[config.mk]
export PLATFORM = sky130hd
export DESIGN_NAME = opcode_map_decoder
export DESIGN_NICKNAME = d
export VERILOG_FILES = /design/src/opdec_pkg.sv /design/src/opcode_map_decoder.sv
export SDC_FILE = /design/constraint.sdc
export NUM_CORES = 1
export LEC_CHECK = 0
export BUFFER_PORTS_ARGS = -buffer_cell sky130_fd_sc_hd__buf_2
export CORE_ASPECT_RATIO = 0.5
export CORE_MARGIN = 2
export CORE_UTILIZATION = 57
export CTS_CLUSTER_DIAMETER = 80
export DETAILED_ROUTE_END_ITERATION = 6
export GPL_ROUTABILITY_DRIVEN = 0
export PLACE_DENSITY_LB_ADDON = 0.05
export RECOVER_POWER = 50
export SLEW_MARGIN = 20
export SYNTH_ARGS = -nofsm -noshare
export SYNTH_HDL_FRONTEND = slang
export SYNTH_SLANG_ARGS = --single-unit
[constraint.sdc]
create_clock -name sys_clk_i -period 2.6 [get_ports sys_clk_i]
set_input_delay 0.13 -clock sys_clk_i [delete_from_list [all_inputs] [get_ports sys_clk_i]]
set_output_delay 0.13 -clock sys_clk_i [all_outputs]
set_load 0.1 [all_outputs]
[src/opdec_pkg.sv]
// Package for the opcode map decoder: addressing modes, opcode constants, decode record.
// Assumes an 8-bit core with a 16-bit program counter and byte-wide program memory.
package opdec_pkg;
  typedef enum logic [3:0] {
    AM_IMPLIED, AM_IMMEDIATE, AM_DIRECT, AM_ABSOLUTE, AM_INDEX_WORD,
    AM_INDEX_BYTE, AM_INDEX_PLAIN, AM_RELATIVE, AM_BIT_BRANCH, AM_BIT_DIRECT
  } addr_mode_t;

  typedef enum logic [1:0] {
    ST_FETCH_OP, ST_FETCH_OPND, ST_EXEC, ST_HALT
  } dec_state_t;

  localparam logic [7:0] OP_COPY_INDEX_TO_ACC = 8'h9f;
  localparam logic [7:0] OP_WAIT = 8'h8f;
  localparam logic [7:0] OP_STOP = 8'h8e;
  localparam logic [3:0] COL_BIT_BRANCH = 4'h0;
  localparam logic [3:0] COL_REL_BRANCH = 4'h2;
  localparam logic [15:0] PC_RESET = 16'h0000;
  localparam logic [3:0] CYC_INHERENT_CTRL = 4'h2;
  localparam logic [3:0] CYC_BIT_BRANCH = 4'h5;
  localparam logic [3:0] CYC_REL_BRANCH = 4'h3;
  localparam logic [3:0] CYC_DEFAULT = 4'h3;
  localparam logic [1:0] LEN_ONE = 2'h1;

  typedef struct packed {
    logic [7:0] opcode;
    logic [3:0] group;
    logic [3:0] operation;
    addr_mode_t mode;
    logic [1:0] length;
    logic [3:0] cycles;
    logic [15:0] eff_addr;
    logic [7:0] branch_off;
    logic [2:0] bit_num;
    logic bit_test_set;
  } decode_t;
endpackage

[src/opcode_map_decoder.sv]
// Opcode map decoder: fetches opcode and operand bytes and forms operand addresses.
// Assumes program memory answers a read in the same cycle (combinational data).
// Summary of operation
// RL1 - Opcode 9f copies the index register into the accumulator, keeps all flags, takes 2 cycles.
// RL2 - Opcode 8f clears the interrupt mask and halts the core clock until an interrupt, 2 cycles.
// RL3 - The high nibble picks group and addressing column, the low nibble picks the operation.
// RL4 - Absolute addressing fetches high then low address byte as a 16-bit operand address.
// RL5 - Word-offset indexing fetches high then low offset and adds it to the index register.
// RL6 - Byte-offset indexing fetches one offset byte and adds it to the index register.
// RL7 - Plain indexing uses the index register as address and is a single opcode byte.
// RL8 - Column 0 bit branches are 3 bytes, low bit picks set or clear, bits 3:1 the bit, 5 cycles.
// RL9 - Column 2 relative branches are 2 bytes with a signed offset byte, 3 cycles.
// RL10 - Operand field is zero, one or two bytes after the opcode, counted by the column's mode.
// RL11 - Opcode and operands come from incrementing addresses; the counter passes them first.
// RL12 - Opcode 8e clears the interrupt mask and stops the oscillator until an interrupt.
`timescale 1ns/100ps
module opcode_map_decoder (
  input wire logic sys_clk_i,
  input wire logic rstn_i,
  input wire logic [7:0] mem_data_i,
  input wire logic [7:0] index_i,
  input wire logic [7:0] acc_i,
  input wire logic irq_i,
  output logic [15:0] mem_addr_o,
  output logic mem_rd_o,
  output opdec_pkg::decode_t dec_o,
  output logic dec_valid_o,
  output logic acc_load_o,
  output logic [7:0] acc_data_o,
  output logic irq_mask_clr_o,
  output logic cpu_halt_o,
  output logic osc_stop_o
);
  typedef struct packed {
    opdec_pkg::dec_state_t state;
    logic [15:0] pc;
    logic [1:0] opnd_left;
    logic [15:0] opnd;
    logic [3:0] cyc_cnt;
    logic irq_s1;
    logic irq_s2;
    opdec_pkg::decode_t dec;
    logic dec_valid;
    logic acc_load;
    logic [7:0] acc_data;
    logic mask_clr;
    logic halt;
    logic osc_stop;
  } core_t;

  core_t cur_ff;
  core_t nxt_ff;

  // Column to addressing mode
  function automatic opdec_pkg::addr_mode_t col_mode(input logic [3:0] col);
    case (col)
      4'h0: col_mode = opdec_pkg::AM_BIT_BRANCH;
      4'h1: col_mode = opdec_pkg::AM_BIT_DIRECT;
      4'h2: col_mode = opdec_pkg::AM_RELATIVE;
      4'h3: col_mode = opdec_pkg::AM_DIRECT;
      4'h6: col_mode = opdec_pkg::AM_INDEX_BYTE;
      4'h7: col_mode = opdec_pkg::AM_INDEX_PLAIN;
      4'ha: col_mode = opdec_pkg::AM_IMMEDIATE;
      4'hb: col_mode = opdec_pkg::AM_DIRECT;
      4'hc: col_mode = opdec_pkg::AM_ABSOLUTE;
      4'hd: col_mode = opdec_pkg::AM_INDEX_WORD;
      4'he: col_mode = opdec_pkg::AM_INDEX_BYTE;
      4'hf: col_mode = opdec_pkg::AM_INDEX_PLAIN;
      default: col_mode = opdec_pkg::AM_IMPLIED;
    endcase
  endfunction

  // Operand byte count per mode
  function automatic logic [1:0] opnd_count(input opdec_pkg::addr_mode_t m);
    case (m)
      opdec_pkg::AM_BIT_BRANCH, opdec_pkg::AM_ABSOLUTE, opdec_pkg::AM_INDEX_WORD: opnd_count = 2'h2;
      opdec_pkg::AM_IMPLIED, opdec_pkg::AM_INDEX_PLAIN: opnd_count = 2'h0;
      default: opnd_count = 2'h1;
    endcase
  endfunction

  always_comb begin
    opdec_pkg::addr_mode_t m;
    logic [1:0] cnt;
    m = col_mode(mem_data_i[7:4]);
    cnt = opnd_count(m);
    nxt_ff = cur_ff;
    nxt_ff.irq_s1 = irq_i;
    nxt_ff.irq_s2 = cur_ff.irq_s1;
    nxt_ff.dec_valid = 1'b0;
    nxt_ff.acc_load = 1'b0;
    nxt_ff.mask_clr = 1'b0;
    case (cur_ff.state)
      opdec_pkg::ST_FETCH_OP: begin
        nxt_ff.pc = cur_ff.pc + 16'h0001; // see RL11
        nxt_ff.dec.opcode = mem_data_i;
        nxt_ff.dec.group = mem_data_i[7:4]; // see RL3
        nxt_ff.dec.operation = mem_data_i[3:0]; // see RL3
        nxt_ff.dec.mode = m;
        nxt_ff.dec.length = cnt + opdec_pkg::LEN_ONE; // see RL10
        nxt_ff.dec.bit_num = mem_data_i[3:1]; // see RL8
        nxt_ff.dec.bit_test_set = ~mem_data_i[0]; // see RL8
        nxt_ff.dec.branch_off = 8'h00;
        nxt_ff.opnd = 16'h0000;
        nxt_ff.opnd_left = cnt;
        if (m == opdec_pkg::AM_BIT_BRANCH) begin
          nxt_ff.dec.cycles = opdec_pkg::CYC_BIT_BRANCH; // see RL8
        end else if (m == opdec_pkg::AM_RELATIVE) begin
          nxt_ff.dec.cycles = opdec_pkg::CYC_REL_BRANCH; // see RL9
        end else if (mem_data_i == opdec_pkg::OP_COPY_INDEX_TO_ACC ||
                     mem_data_i == opdec_pkg::OP_WAIT ||
                     mem_data_i == opdec_pkg::OP_STOP) begin
          nxt_ff.dec.cycles = opdec_pkg::CYC_INHERENT_CTRL; // see RL1
        end else begin
          nxt_ff.dec.cycles = opdec_pkg::CYC_DEFAULT;
        end
        nxt_ff.state = (cnt == 2'h0) ? opdec_pkg::ST_EXEC : opdec_pkg::ST_FETCH_OPND; // see RL7
      end
      opdec_pkg::ST_FETCH_OPND: begin
        // High byte arrives first, shifted up as the low byte follows
        nxt_ff.pc = cur_ff.pc + 16'h0001; // see RL11
        nxt_ff.opnd = {cur_ff.opnd[7:0], mem_data_i}; // see RL4
        nxt_ff.opnd_left = cur_ff.opnd_left - 2'h1;
        if (cur_ff.opnd_left == 2'h1) begin
          nxt_ff.state = opdec_pkg::ST_EXEC;
        end
      end
      opdec_pkg::ST_EXEC: begin
        case (cur_ff.dec.mode)
          opdec_pkg::AM_ABSOLUTE: nxt_ff.dec.eff_addr = cur_ff.opnd; // see RL4
          opdec_pkg::AM_INDEX_WORD: nxt_ff.dec.eff_addr = cur_ff.opnd + {8'h00, index_i}; // see RL5
          opdec_pkg::AM_INDEX_BYTE:
            nxt_ff.dec.eff_addr = {8'h00, cur_ff.opnd[7:0]} + {8'h00, index_i}; // see RL6
          opdec_pkg::AM_INDEX_PLAIN: nxt_ff.dec.eff_addr = {8'h00, index_i}; // see RL7
          opdec_pkg::AM_DIRECT, opdec_pkg::AM_BIT_DIRECT:
            nxt_ff.dec.eff_addr = {8'h00, cur_ff.opnd[7:0]};
          opdec_pkg::AM_BIT_BRANCH: begin
            nxt_ff.dec.eff_addr = {8'h00, cur_ff.opnd[15:8]}; // see RL8
            nxt_ff.dec.branch_off = cur_ff.opnd[7:0]; // see RL8
          end
          opdec_pkg::AM_RELATIVE: begin
            // Target if taken; pc already past the offset byte
            nxt_ff.dec.branch_off = cur_ff.opnd[7:0];
            nxt_ff.dec.eff_addr = cur_ff.pc + {{8{cur_ff.opnd[7]}}, cur_ff.opnd[7:0]}; // see RL9
          end
          default: nxt_ff.dec.eff_addr = {8'h00, cur_ff.opnd[7:0]};
        endcase
        nxt_ff.dec_valid = 1'b1;
        if (cur_ff.dec.opcode == opdec_pkg::OP_COPY_INDEX_TO_ACC) begin
          nxt_ff.acc_load = 1'b1; // see RL1
          nxt_ff.acc_data = index_i; // see RL1
        end
        if (cur_ff.dec.opcode == opdec_pkg::OP_WAIT || cur_ff.dec.opcode == opdec_pkg::OP_STOP) begin
          nxt_ff.mask_clr = 1'b1; // see RL2
          nxt_ff.halt = 1'b1; // see RL2
          nxt_ff.osc_stop = (cur_ff.dec.opcode == opdec_pkg::OP_STOP); // see RL12
          nxt_ff.state = opdec_pkg::ST_HALT;
        end else begin
          nxt_ff.state = opdec_pkg::ST_FETCH_OP;
        end
      end
      opdec_pkg::ST_HALT: begin
        // Wake only on the synchronised interrupt level
        if (cur_ff.irq_s2) begin
          nxt_ff.halt = 1'b0; // see RL2
          nxt_ff.osc_stop = 1'b0; // see RL12
          nxt_ff.state = opdec_pkg::ST_FETCH_OP;
        end
      end
      default: nxt_ff.state = opdec_pkg::ST_FETCH_OP;
    endcase
  end

  always_ff @(posedge sys_clk_i or negedge rstn_i) begin
    if (!rstn_i) begin
      cur_ff <= '0;
    end else begin
      cur_ff <= nxt_ff;
    end
  end

  // Address and read strobe registered: pc already points at the next byte
  logic [15:0] addr_ff;
  logic rd_ff;
  always_ff @(posedge sys_clk_i or negedge rstn_i) begin
    if (!rstn_i) begin
      addr_ff <= opdec_pkg::PC_RESET;
      // Reset state is opcode fetch, so the first byte must be read at the first edge
      rd_ff <= 1'b1; // see RL11
    end else begin
      addr_ff <= nxt_ff.pc;
      rd_ff <= (nxt_ff.state == opdec_pkg::ST_FETCH_OP) ||
               (nxt_ff.state == opdec_pkg::ST_FETCH_OPND);
    end
  end

  assign mem_addr_o = addr_ff;
  assign mem_rd_o = rd_ff;
  assign dec_o = cur_ff.dec;
  assign dec_valid_o = cur_ff.dec_valid;
  assign acc_load_o = cur_ff.acc_load;
  assign acc_data_o = cur_ff.acc_data;
  assign irq_mask_clr_o = cur_ff.mask_clr;
  assign cpu_halt_o = cur_ff.halt;
  assign osc_stop_o = cur_ff.osc_stop;
endmodule

==> Word-level counts from Yosys, hierarchy flattened <==
Memory sizes are Yosys's and may differ from the RTL's.
Cells that the tools add are included.
W data, S select, Z words.
{ "word_totals": {"out_inout_bits": 84, "romBits": 64, "inputBits": 27, "elab_cells": 91, "ff_bits": 106, "memories": 1} }
{ "mem_list": {"columns": ["memory", "words", "width", "rd", "rd_clocked_by_memory_dff", "write_ports", "line_no", "text"], "rows": [
  ["(no name shown)", 16, 4, 1, 0, 0, "opcode_map_decoder.sv:56", "case (col)"]
]} }
{ "op_classes": {"reduce_logical": 17, "n_eq_ne": 25, "mux": 18, "bitwise_logic": 1, "addsub": 6} }
{ "ops": {"columns": ["operator", "count"], "rows": [
  ["$pmux W16 S6", 1],
  ["$pmux W34 S2", 1],
  ["$eq A8 B8 Y1 const B", 6],
  ["$eq A4 B3 Y1 const B", 7],
  ["$add A16 B1 Y16 const B", 1],
  ["$add A16 B16 Y16", 1],
  ["$add A16 B8 Y16", 1],
  ["$pmux W8 S2", 1],
  ["$mux W11", 1],
  ["$mux W2", 5],
  ["$add A8 B8 Y9", 1],
  ["$mux W9", 1],
  ["$eq A4 B2 Y1 const B", 2],
  ["$eq A4 B4 Y1 const B", 2],
  ["$mux W4", 2],
  ["$mux W8", 1],
  ["$pmux W2 S2", 2],
  ["$pmux W2 S4", 1],
  ["$eq A2 B1 Y1 const B", 3],
  ["$logic_not A2 Y1", 3],
  ["$ne A2 B2 Y1 const B", 3],
  ["$reduce_bool A2 Y1", 3],
  ["$eq A2 B2 Y1 const B", 2],
  ["$logic_not A4 Y1", 1],
  ["10 further kinds", 15]
]} }

==> Longest topological paths before layout <==
An unclocked memory read counts as a cell.
{ "logic_depth": {"ltp_word": 9, "ltp_mapped": 10, "ltp_nobuf": 10} }

==> Worst setup path before layout <==
No wires, ideal clock.
{ "synth_path": {"path_type": "reg-to-reg", "startpoint": "reg mem_addr_o[0] (netlist name)", "endpoint": "reg cur_ff (netlist bit dec_o[22])", "synth_period_minus_slack_ns": 2.262, "required_ns": 2.474, "arrival_time_ns": 2.136, "stages_incl_launch_ff": 11, "path_buffers": 0, "setup_time_ns": 0.126, "setup_slack_ns": 0.338, "cell_sequence": "dfrtp_1 -> ha_1 -> inv_1 -> fa_1 -> and2b_1 -> o2111ai_2 -> a31oi_4 -> nand3_2 -> nand2_1 -> xnor2_1 -> a221o_1"} }
{ "synth_rtl": {"columns": ["element", "line_no", "text"], "rows": [
  ["to (signal assigned)", "opcode_map_decoder.sv:178", "cur_ff <= nxt_ff;"],
  ["to (decl)", "opcode_map_decoder.sv:51", "core_t cur_ff;"]
]} }

==> impl_metrics.env <==
export IMPL_initial_core_util=0.591
export IMPL_period_share=0.944
export IMPL_cp_data_arrival_time_ns=2.69
export IMPL_drtIter0Drc=380
export IMPL_max_stage_delay_ns=0.44
export IMPL_wl_met3_mm=1.08
export IMPL_crit_start="mem_addr_o[0]"
export IMPL_cts_sinks=94
export IMPL_fin_nets=763
export IMPL_yosysUniqueCellTypes=65
export IMPL_drc=0
export IMPL_grt_antenna_before_repair=0
export IMPL_grt_usage=0.254
export IMPL_avgSynthCellArea_sq_um=8.99
export IMPL_die_x_microns=150
export IMPL_synth_top_cell_by_area="dfrtp_1"
export IMPL_r2r_end="dec_o[22]"
export IMPL_wl_met1_mm=6.94
export IMPL_wl_met2_mm=6.14
export IMPL_required_ns=2.83
export IMPL_dp_cells=832
export IMPL_path_depth=10
export IMPL_die_area_sq_um=11600
export IMPL_maxCapViolations=0
export IMPL_synth_nets=736
export IMPL_cts_buffers=9
export IMPL_routed_wirelength_mm=14.3
export IMPL_final_cells=850
export IMPL_min_period_ns=2.45
export IMPL_synth_cells=678
export IMPL_worstSkewPairLatency_ns=0.35
export IMPL_final_common_cell="nand2_1"
export IMPL_dpl_hpwl_mm=10.8
export IMPL_clockRootBuffer="clkbuf_16"
export IMPL_hold_class="in -> reg"
export IMPL_detail_route_first_pass_iterations=5
export IMPL_grt_pass1_vias=4471
export IMPL_max_freq_ghz=0.407
export IMPL_wire_per_inst_microns=16.8
export IMPL_dr_max_layer_used="met4"
export IMPL_grt_overflow=0
export IMPL_ys_ff_latch=94
export IMPL_slew_headroom=0.186
export IMPL_fin_tns_setup_ns=0
export IMPL_via_count=4878
export IMPL_async_flop_share=1.00
export IMPL_final_cell_mix="nand2_1, dfrtp_1, buf_2"
export IMPL_rsz0062_at_grt="no"
export IMPL_synth_edf_count=0
export IMPL_ys_flop_type="dfrtp_1"
export IMPL_endpoint="dec_o[22]"
export IMPL_ant_nets=0
export IMPL_worstSetupStartpointType="flip-flop"
export IMPL_path_buf_inv=1
export IMPL_vias_per_cell=5.74
export IMPL_setup_viol=0
export IMPL_r2r_start="mem_addr_o[0]"
export IMPL_critPathCaptureType="flip-flop"
export IMPL_crit_slowest_cell="dfrtp_1"
export IMPL_ys_top_cells_by_area="dfrtp_1, buf_4, nand2_1, ha_1, xnor2_1"
export IMPL_status="finished clean"
export IMPL_synth_top_area_share=0.382
export IMPL_slew_violations=0
export IMPL_yosys_warnings=0
export IMPL_core_area_sq_um=10300
export IMPL_tightest_slew_ns=1.22
export IMPL_final_layout_size_suffix_gt1_frac=0.180
export IMPL_rr_worst_depth=10
export IMPL_hold_violations=0
export IMPL_rrSetupSlack_ns=0.15
export IMPL_path_class="reg -> reg"
export IMPL_critPathMaxFanout=5
export IMPL_clock_path_buffers=2
export IMPL_io_buffers=101
export IMPL_area_growth_pct=6.52
export IMPL_cts_tree="done"
export IMPL_grt_first_pass_wirelength_mm=23.1
export IMPL_critPathTopFamily="compound AO/OA/AOI/OAI gates"
export IMPL_rows=26
export IMPL_synth_seq_area_share=0.386
export IMPL_synthesis_area_sq_um=6100
export IMPL_h_tree_depth=3
export IMPL_skew_ns=0.0108
export IMPL_grt_max_degree=50
export IMPL_num_antenna_cells=0
export IMPL_fp_dieH_microns=77.1
export IMPL_io_pins=111
export IMPL_cp_cell_sequence="ha_1 -> inv_1 -> fa_1 -> and2b_1 -> o2111ai_2 -> a31oi_4 -> nand3_2 -> nand2_1 -> xnor2_1 -> a221o_1"
export IMPL_path_clk_slew_ns=0.07
how the worst min path moves through the flow:
stage	from	to	slack, ns	cells past startpoint
CTS	mem_data_i[1]	dec_o[47]	0.05	3
floorplan	rstn_i	acc_data_o[0]	-0.17	0
finish	mem_data_i[1]	dec_o[47]	0.05	3
detailed placement	rstn_i	mem_addr_o[12]	0.19	1
global route	mem_data_i[1]	dec_o[47]	0.05	3
global placement	rstn_i	mem_addr_o[12]	0.19	1
cells in the mapped netlist (3+ instances only):
| master | n |
|---|---|
| a211oi_1 | 3 |
| a21o_1 | 10 |
| a21oi_1 | 25 |
| a21oi_2 | 3 |
| a221o_1 | 3 |
| a221oi_1 | 4 |
| a22o_1 | 7 |
| a22oi_1 | 12 |
| a31oi_1 | 13 |
| a32oi_1 | 4 |
| and3_1 | 6 |
| buf_2 | 9 |
| buf_4 | 79 |
| clkbuf_1 | 14 |
| dfrtp_1 | 93 |
| ha_1 | 29 |
| inv_1 | 19 |
| mux2_2 | 11 |
| mux2i_1 | 6 |
| nand2_1 | 116 |
| nand2b_1 | 6 |
| nand3_1 | 12 |
| nand3b_1 | 3 |
| nand4_1 | 10 |
| nor2_1 | 35 |
| nor2b_1 | 7 |
| nor3_1 | 8 |
| o211ai_1 | 5 |
| o21a_1 | 6 |
| o21ai_0 | 34 |
| o21ai_1 | 4 |
| o21bai_1 | 4 |
| o221ai_1 | 3 |
| o22ai_1 | 4 |
| xnor2_1 | 24 |
| xor2_1 | 12 |
final cells by class:
cell class              count  area, sq um
fillers                   907         3820
multi-input cells         461         2980
flip-flops and latches     94         2350
repair buffers            119          609
clock buffers              11          243
well taps                 140          175
inverters                  20         75.1
clock inverters             5         63.8
tightest hold or removal path, stage by stage:
cell	delay (ns)
buf_2	0.13
nand2_1	0.06
nand2_1	0.04
registers in the layout, indices dropped and copies added (netlist names):
name / count
dec_valid_o: 1
cur_ff: 22
acc_data_o: 8
dec_o: 42
mem_addr_o: 16
mem_rd_o: 1
acc_load_o: 1
osc_stop_o: 1
cpu_halt_o: 1
irq_mask_clr_o: 1
per-stage QoR:
step                cell area (sq um)  setup WS [ns]  hold WS [ns]   util
detailed placement               6230          0.154         0.194  0.604
finish                           6500          0.146        0.0538  0.630
global placement                 6230          0.210         0.188  0.604
global route                     6500        0.00596        0.0543  0.630
CTS                              6560          0.134        0.0478  0.636
floorplan                        6100          0.338        -0.166      -
what timing repair did:
action | CTS | global route
hold buffers | 2 | 0
setup buffers | 0 | 0
endpoints found under the setup margin | 0 | 2
endpoints found under the hold margin | 48 | 0
gates resized for setup | 0 | 1
logic make-up after synthesis:
family                   count (synthesis)  synth area share
buffers and inverters                  123             0.126
AO/OA/AOI/OAI                          156             0.175
multiplexers                            18            0.0324
adder cells (fa/ha/maj)                 31            0.0661
other                                    1          0.000615
flip-flops                              94             0.386
XOR/XNOR                                36            0.0517
AND/OR/NAND/NOR                        219             0.162
routing by layer:
layer  track usage  vias up
met4        0.0434        0
met5             0        -
met3        0.0536       11
met1         0.379     2354
met2         0.383      177
li1              -     2336
Power is left out: the tool's default activity adds up to more than one toggle a clock period on the data nets, which glitch-free logic cannot reach.
